==> src/hdl/rmc_consts.svh <==
// Constants for the remote terminal mode command handler
`ifndef RMC_CONSTS_SVH
`define RMC_CONSTS_SVH
// ----------------------------------------
// Field positions and widths
// ----------------------------------------
`define RMC_CODE_W 5
`define RMC_TBL_AW 7
`define RMC_TBL_N 128
`define RMC_CTRL_IWA_BIT 15
`define RMC_CTRL_BIWA_BIT 14
`define RMC_CTRL_SPARE_BIT 13
`define RMC_IIW_IWA_BIT 0
`define RMC_IIW_BCAST_BIT 1
`define RMC_DATA_CODE_BIT 4
// ----------------------------------------
// Mode codes of note
// ----------------------------------------
`define RMC_MC_BUS_CTRL 5'h00
`define RMC_MC_SYNC 5'h01
`define RMC_MC_TX_STATUS 5'h02
`define RMC_MC_SELF_TEST 5'h03
`define RMC_MC_TX_SHUT 5'h04
`define RMC_MC_OVR_SHUT 5'h05
`define RMC_MC_INH_FLAG 5'h06
`define RMC_MC_OVR_INH 5'h07
`define RMC_MC_RESET_RT 5'h08
`define RMC_MC_TX_VECTOR 5'h10
// ----------------------------------------
// Descriptor table layout for mode commands
// ----------------------------------------
`define RMC_DESC_BASE 16'h0200
`define RMC_DESC_SHIFT 2
// ----------------------------------------
// Reset values
// ----------------------------------------
`define RMC_TBL_RESET 1'b0
`define RMC_WORD_RESET 16'h0000
`endif

==> src/hdl/rmc_pkg.sv <==
// Types for the remote terminal mode command handler
package rmc_pkg;
	typedef enum logic [3:0] {
		RMC_RESP_NONE = 4'h1,
		RMC_RESP_STATUS = 4'h2,
		RMC_RESP_TX_DATA = 4'h4,
		RMC_RESP_RX_DATA = 4'h8
	} rmc_resp_t;
	typedef enum logic [3:0] {
		RMC_ST_IDLE = 4'h1,
		RMC_ST_LOG_INFO = 4'h2,
		RMC_ST_LOG_ADDR = 4'h4,
		RMC_ST_RAISE = 4'h8
	} rmc_state_t;
	typedef enum logic [4:0] {
		RMC_FN_OTHER = 5'h01,
		RMC_FN_BUS_CTRL = 5'h02,
		RMC_FN_TX_STATUS = 5'h04,
		RMC_FN_RESET_RT = 5'h08,
		RMC_FN_TX_VECTOR = 5'h10
	} rmc_func_t;
endpackage

==> src/hdl/rmc_mode_cmd.sv <==
// Mode command decode, legality, response choice and interrupt logging
`include "rmc_consts.svh"

// Overview of operation
// - Exactly 22 code and direction pairs count as undefined mode commands.
// - Option clear at reset: undefined commands valid, judged by their table bit.
// - Valid command with table bit 0 is legal unless broadcast outside the allowed set, answered in form, status updated.
// - Table bit 1: message error set, status word only unless broadcast.
// - Option set: undefined commands ignored entirely, status left unchanged.
// - All illegal table bits are zero after reset.
// - With clear table, non-broadcast transmit codes 16 to 31 return status plus one word.
// - Dynamic bus control never accepted; acceptance status bit always zero.
// - Interrupt settings come from top two descriptor control word bits.
// - Broadcast transmit interrupts only for codes 0 to 15.
// - Access bit plus enable set pending bit and raise message interrupt.
// - Info word then address word are logged before the interrupt rises.
// - Codes 0 to 15 carry no data; answer is status word only.
// - Receive codes 16 to 31 take one data word after the command.
// - Legal transmit codes 16 to 31 answer status then exactly one word.
// - Option clear: mode data goes to indexed or ping-pong buffer, never circular.
// - Option set: mode data kept inside descriptor table entries.
// - Broadcast allowed only for transmit codes 1 and 3 to 15 and receive codes 17 to 31.
// - Transmit codes 0, 2, 8 and 16 decode to their own functions; all others to RMC_FN_OTHER.
// - In-form undefined 17, 20, 21 transmit a word; 16, 18, 19 receive one.
module rmc_mode_cmd
	import rmc_pkg::*;
(
	// Clock and reset
	input wire logic ref_clk_in,
	input wire logic reset_in,
	// Options
	input wire logic undefined_codes_invalid_in,
	input wire logic simplified_mode_data_store_in,
	input wire logic interrupt_enable_in,
	// Illegalization table write port, index {bcast, tr, code}
	input wire logic tbl_wr_in,
	input wire logic [6:0] tbl_addr_in,
	input wire logic tbl_bit_in,
	// Received mode command
	input wire logic cmd_valid_in,
	input wire logic [4:0] cmd_code_in,
	input wire logic cmd_tr_in,
	input wire logic cmd_bcast_in,
	input wire logic [15:0] desc_ctrl_in,
	input wire logic [15:0] mode_data_in,
	output logic cmd_ready_out,
	// Response to the bus side
	output logic resp_valid_out,
	output rmc_resp_t resp_kind_out,
	output logic [15:0] resp_data_out,
	output rmc_func_t resp_func_out,
	output logic message_error_out,
	output logic bus_ctrl_accept_out,
	output logic store_in_descriptor_out,
	// Interrupt log and interrupt
	output logic log_wr_out,
	output logic [15:0] log_word_out,
	input wire logic irq_clear_in,
	output logic message_interrupt_out
);

	// ----------------------------------------
	// Decode functions
	// ----------------------------------------

	// True for the 22 undefined combinations
	function automatic logic is_undef(input logic tr, input logic [4:0] code);
		logic r;
		r = 1'b0;
		if (!tr && !code[`RMC_DATA_CODE_BIT]) begin
			r = 1'b1;
		end else if (!tr && (code == 5'h10 || code == 5'h12 || code == 5'h13)) begin
			r = 1'b1;
		end else if (tr && (code == 5'h11 || code == 5'h14 || code == 5'h15)) begin
			r = 1'b1;
		end
		return r;
	endfunction

	// True where broadcast may be taken
	function automatic logic bcast_ok(input logic tr, input logic [4:0] code);
		logic r;
		r = 1'b0;
		if (tr && !code[`RMC_DATA_CODE_BIT]) begin
			r = (code != `RMC_MC_BUS_CTRL) && (code != `RMC_MC_TX_STATUS);
		end else if (!tr && code[`RMC_DATA_CODE_BIT]) begin
			r = (code != `RMC_MC_TX_VECTOR);
		end
		return r;
	endfunction

	// ----------------------------------------
	// Registers and decode
	// ----------------------------------------
	logic [`RMC_TBL_N-1:0] illegal_q;
	rmc_state_t state_q;
	logic take;
	logic undef_hit;
	logic ignore;
	logic illegal;
	logic has_data;
	logic irq_want;
	logic [15:0] desc_addr_q;
	logic bcast_q;
	logic pending_q;
	rmc_func_t func_d;

	assign take = cmd_valid_in && cmd_ready_out;
	assign undef_hit = is_undef(cmd_tr_in, cmd_code_in);
	assign ignore = undef_hit && undefined_codes_invalid_in;
	// Table bit decides; broadcast outside the allowed set is illegal
	assign illegal = illegal_q[{cmd_bcast_in, cmd_tr_in, cmd_code_in}] ||
		(cmd_bcast_in && !bcast_ok(cmd_tr_in, cmd_code_in));
	assign has_data = cmd_code_in[`RMC_DATA_CODE_BIT];
	// Broadcast uses its own enable bit; broadcast transmit 16-31 never interrupts
	assign irq_want = interrupt_enable_in && !ignore &&
		(cmd_bcast_in ? (desc_ctrl_in[`RMC_CTRL_BIWA_BIT] &&
		!(cmd_tr_in && has_data)) : desc_ctrl_in[`RMC_CTRL_IWA_BIT]);
	assign cmd_ready_out = (state_q == RMC_ST_IDLE);
	assign message_interrupt_out = pending_q;

	// Function decode of transmit codes
	always_comb begin
		func_d = RMC_FN_OTHER;
		if (cmd_tr_in) begin
			case (cmd_code_in)
				`RMC_MC_BUS_CTRL: func_d = RMC_FN_BUS_CTRL;
				`RMC_MC_TX_STATUS: func_d = RMC_FN_TX_STATUS;
				`RMC_MC_RESET_RT: func_d = RMC_FN_RESET_RT;
				`RMC_MC_TX_VECTOR: func_d = RMC_FN_TX_VECTOR;
				default: func_d = RMC_FN_OTHER;
			endcase
		end
	end

	// ----------------------------------------
	// Illegalization table
	// ----------------------------------------
	genvar gi;
	generate
		for (gi = 0; gi < `RMC_TBL_N; gi = gi + 1) begin : g_tbl
			// One table bit, cleared by reset
			always_ff @(posedge ref_clk_in) begin
				if (reset_in) begin
					illegal_q[gi] <= `RMC_TBL_RESET;
				end else if (tbl_wr_in && tbl_addr_in == 7'(gi)) begin
					illegal_q[gi] <= tbl_bit_in;
				end
			end
		end
	endgenerate

	// ----------------------------------------
	// Response
	// ----------------------------------------

	// Response pulse and kind
	always_ff @(posedge ref_clk_in) begin
		if (reset_in) begin
			resp_valid_out <= 1'b0;
			resp_kind_out <= RMC_RESP_NONE;
			resp_func_out <= RMC_FN_OTHER;
			resp_data_out <= `RMC_WORD_RESET;
		end else begin
			resp_valid_out <= take;
			if (take) begin
				resp_func_out <= func_d;
				resp_data_out <= `RMC_WORD_RESET;
				if (ignore || (cmd_bcast_in && !cmd_tr_in && !has_data)) begin
					resp_kind_out <= RMC_RESP_NONE;
				end else if (cmd_bcast_in) begin
					resp_kind_out <= (has_data && !illegal) ? RMC_RESP_RX_DATA : RMC_RESP_NONE;
				end else if (illegal || !has_data) begin
					resp_kind_out <= RMC_RESP_STATUS;
				end else if (cmd_tr_in) begin
					resp_kind_out <= RMC_RESP_TX_DATA;
					resp_data_out <= mode_data_in;
				end else begin
					resp_kind_out <= RMC_RESP_RX_DATA;
				end
			end
		end
	end

	// Status bits: message error follows legality, ignored commands leave it
	always_ff @(posedge ref_clk_in) begin
		if (reset_in) begin
			message_error_out <= 1'b0;
			bus_ctrl_accept_out <= 1'b0;
		end else begin
			bus_ctrl_accept_out <= 1'b0;
			if (take && !ignore) begin
				message_error_out <= illegal;
			end
		end
	end

	// Mode data storage place
	always_ff @(posedge ref_clk_in) begin
		if (reset_in) begin
			store_in_descriptor_out <= 1'b0;
		end else if (take) begin
			store_in_descriptor_out <= simplified_mode_data_store_in;
		end
	end

	// ----------------------------------------
	// Interrupt logging
	// ----------------------------------------

	// Capture of command identity for the log
	always_ff @(posedge ref_clk_in) begin
		if (reset_in) begin
			desc_addr_q <= `RMC_WORD_RESET;
			bcast_q <= 1'b0;
		end else if (take) begin
			desc_addr_q <= `RMC_DESC_BASE +
				(16'({cmd_tr_in, cmd_code_in}) << `RMC_DESC_SHIFT);
			bcast_q <= cmd_bcast_in;
		end
	end

	// Log sequencer
	always_ff @(posedge ref_clk_in) begin
		if (reset_in) begin
			state_q <= RMC_ST_IDLE;
		end else begin
			case (state_q)
				RMC_ST_IDLE: state_q <= (take && irq_want) ? RMC_ST_LOG_INFO : RMC_ST_IDLE;
				RMC_ST_LOG_INFO: state_q <= RMC_ST_LOG_ADDR;
				RMC_ST_LOG_ADDR: state_q <= RMC_ST_RAISE;
				RMC_ST_RAISE: state_q <= RMC_ST_IDLE;
				default: state_q <= RMC_ST_IDLE;
			endcase
		end
	end

	// Log word output
	always_ff @(posedge ref_clk_in) begin
		if (reset_in) begin
			log_wr_out <= 1'b0;
			log_word_out <= `RMC_WORD_RESET;
		end else begin
			log_wr_out <= 1'b0;
			if (state_q == RMC_ST_IDLE && take && irq_want) begin
				log_wr_out <= 1'b1;
				log_word_out <= 16'((16'h1 << `RMC_IIW_IWA_BIT) |
					(16'(cmd_bcast_in) << `RMC_IIW_BCAST_BIT));
			end else if (state_q == RMC_ST_LOG_INFO) begin
				log_wr_out <= 1'b1;
				log_word_out <= desc_addr_q;
			end
		end
	end

	// Pending bit; a new set wins over a clear in the same cycle
	always_ff @(posedge ref_clk_in) begin
		if (reset_in) begin
			pending_q <= 1'b0;
		end else if (state_q == RMC_ST_LOG_ADDR) begin
			pending_q <= 1'b1;
		end else if (irq_clear_in) begin
			pending_q <= 1'b0;
		end
	end
endmodule

==> config.mk <==
export PLATFORM = sky130hd
export DESIGN_NAME = rmc_mode_cmd
export DESIGN_NICKNAME = d
export VERILOG_FILES = /design/src/hdl/rmc_pkg.sv /design/src/hdl/rmc_mode_cmd.sv
export VERILOG_INCLUDE_DIRS = /design/src /design/src/hdl
export SDC_FILE = /design/constraint.sdc
export NUM_CORES = 1
export LEC_CHECK = 0
export BUFFER_PORTS_ARGS = -buffer_cell sky130_fd_sc_hd__buf_4
export CAP_MARGIN = 0
export CORE_MARGIN = 2
export CORE_UTILIZATION = 51
export DETAILED_ROUTE_END_ITERATION = 8
export PLACE_DENSITY = 0.84
export RECOVER_POWER = 25
export SLEW_MARGIN = 20
export SYNTH_ARGS = -nofsm -noshare
export SYNTH_HDL_FRONTEND = slang
export SYNTH_SLANG_ARGS = --single-unit
==> constraint.sdc <==
create_clock -name ref_clk_in -period 2 [get_ports ref_clk_in]
set_input_delay 0.3 -clock ref_clk_in [delete_from_list [all_inputs] [get_ports ref_clk_in]]
set_output_delay 0.3 -clock ref_clk_in [all_outputs]
set_load 0.02 [all_outputs]
==> impl_metrics.ini, run 1 <==
[drt]
viasPerCell = 6.32
drt-pass1-iter-count = 7
ant_nets = 0
drt-wirelength-per-cell_um = 19.3
highest_layer = met4
vias = 6916
wl_met1_um = 8480
drc = 0
wl_met2_um = 9810
wl_met3_um = 1940
wl_um = 21100
drtIter0Drc = 860

[power_and_ir_drop]
power_leakage_nw = 3.17
p_per_area_nw_per_um2 = 790
peakVddDrop_v = 0.000551

[yosys]
synth_top_cells_by_count = dfxtp_1, a21oi_1, o21ai_0
synth_area_leader_cell = dfxtp_1
synth_area_leaders = dfxtp_1, a21oi_1, o21ai_0, mux4_2, clkbuf_1
synth_async_sr_flop_share_pct = 0
synth.most_common_cell = dfxtp_1
synth_top_cell_area_share_pct = 42.4
synth-seq-cells = 154
yosysSeqAreaShare_pct = 42.4
yosysUniqueCellTypes = 63
netlist_instances = 840
ys.warnings.count = 0
synth_flop_cell = dfxtp_1
netlist_area_sq_um = 7280
synth-edff-count = 0
syn_area_per_cell_sq_um = 8.67

[sta]
fin_crit_ps = 2030
finalHoldViolCount = 0
slew_headroom_pct = 48.6
drv_slew = 0
fin_skew_ps = 7.88
post-route-period-util_pct = 101
hold_ws_ps = 111
rsz0062_at_grt = yes
setup_violations = 11
tightest_slew_ps = 771
fmax_mhz = 494
fin_ws_ps = -25.4

[worst_setup_path]
worstSetupPathType = flop to flop
timing.critical_path.slowest_cell_delay_ps = 510
cp-startpoint = illegal_q[34]
crit_path_start_kind = flop
reg2reg_depth = 6
path_max_fanout = 9
arrival_ps = 2390
crit_path_end_kind = flop
r2r_start = illegal_q[34]
crit_chain = mux4_1, a22o_1, a311oi_2, o211a_4, clkbuf_16, a32o_2
worstPathRequired_ps = 2370
r2r_end = resp_data_out[13]
rrSetupSlack_ps = -30
slowest_stage = mux4_1

[hold_path]
min_to = resp_data_out[5]
hp-class = input pin to flop
hold-path-cell-count = 2
hp-start = mode_data_in[5]

[cells_and_area]
final_nets = 958
fillCellCount = 1167
drive_gt1_share_pct = 22.0
syn_to_final_growth_pct = 20.2
fin_util_pct = 62.8
diodes = 0

[place]
pre_cts_slack_ps = -269
post-dp-hpwl_um = 14000
port_buffers = 80
place.gp.congestion = 0.912

[floorplanning]
ioPinCount = 103
die_y_um = 123
core.rowCount = 43
initial_core_util_pct = 52.2
dieArea_sq_um = 15200
die_x_um = 123
core-area_sq_um = 13900

[global_routing]
grt_max_degree = 72
grt_pass1_wl_um = 32800
grt_pass1_vias = 6393
gr-usage-all-layers_pct = 28.0
overflow = 0
antenna_found_initial = 0

[clock_network]
cts_root_buf = clkbuf_16
cts_tree = built
cts_num_sinks = 154
cts_max_level = 4
cts_buffers = 17
clk_pin_slew_ps = 60
clk_latency_ps = 430
cts_buffer_depth = 2

[outcome]
outcome = finished with violations
violations = setup timing

[run]
drv_cap = 0
layout make-up:
type	instances	area, sq um	area share [%]
inverter	5	18.8	0.215
multi-input combinational	586	3790	43.3
clock buffer	23	468	5.35
clock inverter	8	95.1	1.09
sequential	154	3080	35.3
tap	180	225	2.57
timing repair buffer	139	1070	12.2
per-layer routing:
layer | vias up | global-route usage, %
li1 | 3183 | -
met1 | 3244 | 35.4
met2 | 425 | 44.5
met3 | 64 | 6.32
met4 | 0 | 14.8
met5 | - | 0
worst max-delay path by stage:
stage	to	slack, ps	cells after the start
6_report	resp_data_out[13]	-30	6
5_1_grt	resp_data_out[13]	-70	6
4_1_cts	resp_data_out[8]	10	6
3_5_place_dp	resp_data_out[8]	-270	8
3_3_place_gp	resp_data_out[7]	-220	8
2_1_floorplan	message_error_out	-20	9
flip-flops by register name, summed over array words and instances, names as in the netlist:
| signal | count |
|---|---|
| message_error_out | 1 |
| resp_kind_out | 4 |
| desc_addr_q | 7 |
| store_in_descriptor_out | 1 |
| resp_valid_out | 1 |
| message_interrupt_out | 1 |
| resp_func_out | 5 |
| resp_data_out | 16 |
| illegal_q | 104 |
| state_q | 4 |
| log_word_out | 9 |
| log_wr_out | 1 |
report_power, final:
part           internal [W]  total [W]  switching, W
sequential          0.00310    0.00311     0.0000160
combinational      0.000241   0.000663      0.000421
clock               0.00189    0.00314       0.00125
worst max-delay path, delay by kind of cell (launching register included):
| kind | cells | cell delay (ps) |
|---|---|---|
| flops | 1 | 320 |
| compound gates | 4 | 970 |
| buf+inv | 1 | 160 |
| mux | 1 | 510 |
metrics by stage:
| stage | total power [W] | instance area, sq um | setup TNS (ps) | cells |
|---|---|---|---|---|
| 2_1_floorplan | 0.00358 | 7340 | -188 | 847 |
| 3_3_place_gp | 0.00381 | 8180 | -5300 | 1062 |
| 3_5_place_dp | 0.00382 | 8180 | -6020 | 1062 |
| 4_1_cts | 0.00691 | 8740 | 0 | 1093 |
| 5_1_grt | 0.00709 | 8750 | -902 | 1095 |
| 6_report | 0.00691 | 8750 | -191 | 1095 |
placed cells by master (no fill, tap or decap), drive strengths merged, types with 2 or more instances in the layout:
master    count
mux4         24
a21oi       117
clkinv        4
bufinv        2
a22o          2
nand3        60
a311oi        2
clkbuf       38
a31oi         2
mux2i        22
nor3b         5
a221o         2
conb          8
nor4b         4
o31ai         2
o211ai        2
a32o         16
nand3b        3
and2          7
nand4        34
or2           3
clkinvlp      2
nor2b         9
dfxtp       154
buf         124
nand2        58
or4b          2
o21ai        97
and3b         3
nand2b        7
inv           5
nor2         58
a2111oi       2
nor3          7
or3b          3
a211oi        3
mux2          3
cells by family (layout without fill, tap and decap cells):
kind of cell    after synthesis  in the layout  synth area share, %
simple gates                268            268                 18.8
compound gates              260            260                 20.7
flops                       154            154                 42.4
buf+inv                     107            175                 6.62
mux                          49             49                 11.4
other cells                   1              8               0.0515
xor+xnor                      1              1                0.120
what timing repair did:
action,in CTS,in global routing
pin swaps,0,3
setup endpoints to repair,1,20
resized for setup,1,5
hold buffers,0,0
buffers inserted,0,1
gates cloned,0,1
No activity file was read; power rests on OpenSTA's default activity.
==> inputs of run 2 (changes only) <==
- PLACE_DENSITY: 0.84 -> 0.81
==> run 2 against run 1 <==
  * The run now ends clean
  * Power grew 3.9%
  * Setup slack gained 32 ps
  * Sequential share of layout area shrank 0.33 points
  * Cell count grew 0.27%
  * Via count shrank 1.1%
  * Die area is the same
  * Design area grew 0.96%
  * Sequential power is essentially flat
  * Hold slack lost 4.9 ps
  * First-iteration DRC count shrank 9.8%
  * Clock skew shrank 2.0 ps
==> impl_metrics.ini, run 2 (synthesis results as in run 1) <==
[outcome]
outcome = finished clean

[clock_network]
cts_num_sinks = 154
cts_root_buf = clkbuf_16
clk_pin_slew_ps = 60
postCtsHoldBufs = 0
cts_buffer_depth = 2
clk_latency_ps = 430
cts_buffers = 17
cts_max_level = 4
cts_tree = built

[floorplanning]
dieArea_sq_um = 15200
die_x_um = 123
ioPinCount = 103
core.rowCount = 43
die_y_um = 123
initial_core_util_pct = 52.2
core-area_sq_um = 13900

[cells_and_area]
seq_area_sq_um = 3080
diodes = 0
final_cell_mix = dfxtp_1, a21oi_1, buf_4
largest_register_ffs = 104
syn_to_final_growth_pct = 21.3
layout_commonest_cell = dfxtp_1
fillCellCount = 1167
regMostFlops = illegal_q
drive_gt1_share_pct = 22.1
final_nets = 960
reg_top3 = illegal_q: 104 flops, resp_data_out: 16 flops, log_word_out: 9 flops
multi_input_area_sq_um = 3780

[global_routing]
overflow = 0
grt_pass1_wl_um = 32700
grt_pass1_vias = 6483
grt_max_degree = 90
gr-usage-all-layers_pct = 27.5
antenna_found_initial = 0

[power_and_ir_drop]
p_per_area_nw_per_um2 = 813
power_leakage_nw = 3.18
power_w = 0.00718
peakVddDrop_v = 0.000618

[run]
drv_cap = 0

[drt]
drt-pass1-iter-count = 6
vias = 6840
drtIter0Drc = 776
drt-wirelength-per-cell_um = 18.9
drc = 0
wl_um = 20700
ant_nets = 0
viasPerCell = 6.23

[sta]
fmax_mhz = 502
rsz0062_at_grt = yes
fin_ws_ps = 6.23
drv_slew = 0
slew_headroom_pct = 38.1
post-route-period-util_pct = 99.7
fin_skew_ps = 5.89
finalHoldViolCount = 0
tightest_slew_ps = 929
setup_violations = 0
fin_crit_ps = 1990

[place]
post-dp-hpwl_um = 13100
place.gp.congestion = 0.823
port_buffers = 80
pre_cts_slack_ps = -288

[worst_setup_path]
crit_path_start_kind = flop
worstSetupPathType = flop to flop
arrival_ps = 2360
rrSetupSlack_ps = 6
timing.critical_path.slowest_cell_delay_ps = 450
path_buf_inv = 1
slowest_stage = mux4_2
critPathTopFamily = multiplexers
path_max_fanout = 9
worstPathRequired_ps = 2370
crit_chain = mux4_2, mux2_4, a221oi_4, o211a_4, buf_12, a32o_1
crit_path_end_kind = flop

[hold_path]
hp-class = input pin to flop
## run 2: cell types whose count changed in the layout (fill, tap and decap cells not counted), sizes merged
| cell | previous run | this run |
|---|---|---|
| buf | 124 | 121 |
| bufinv | 2 | 3 |
| clkbuf | 38 | 42 |
| clkinv | 4 | 3 |
| clkinvlp | 2 | 4 |
## run 2: what timing repair did
item	4_1_cts	5_1_grt
gates cloned	1	0
endpoints found under the setup margin	7	20
resized for setup	5	2
pin swaps	4	4
buffers inserted	0	3
## run 2: worst paths after layout
check	start	end	cells past startpoint
hold reg to reg	log_word_out[4]	log_word_out[4]	2
setup / recovery	illegal_q[25]	resp_data_out[9]	6
setup reg to reg	illegal_q[25]	resp_data_out[9]	6
hold / removal	mode_data_in[2]	resp_data_out[2]	2
## run 2: power by group
part,internal (W),total (W),switching (W)
clock,0.00212,0.00340,0.00127
sequential,0.00310,0.00311,0.0000160
combinational,0.000252,0.000672,0.000421
## run 2: layer usage
layer	GRT usage, %	share of wire (%)	vias up
met1	35.8	42	3276
met4	9.73	2.0	0
met3	6.78	9.1	34
li1	-	-	3178
met2	44.6	47	352
met5	0	0	-
## run 2: final cells by class
class / count / share of cell area, %
Multi-Input combinational cell: 586 / 42.8
Sequential cell: 154 / 34.9
Timing Repair Buffer: 141 / 12.4
Clock buffer: 22 / 5.60
Tap cell: 180 / 2.55
Clock inverter: 10 / 1.57
Inverter: 5 / 0.212
## run 2: stage by stage
stage	hold slack [ps]	area, sq um	util [%]	std cells	setup TNS [ps]
after floorplan	432	7340	-	847	-188
after global placement	443	8190	58.8	1062	-5630
after detailed placement	451	8190	58.8	1062	-5990
after CTS	103	8870	63.6	1095	0
after global routing	100	8830	63.4	1098	-322
final	106	8830	63.4	1098	0
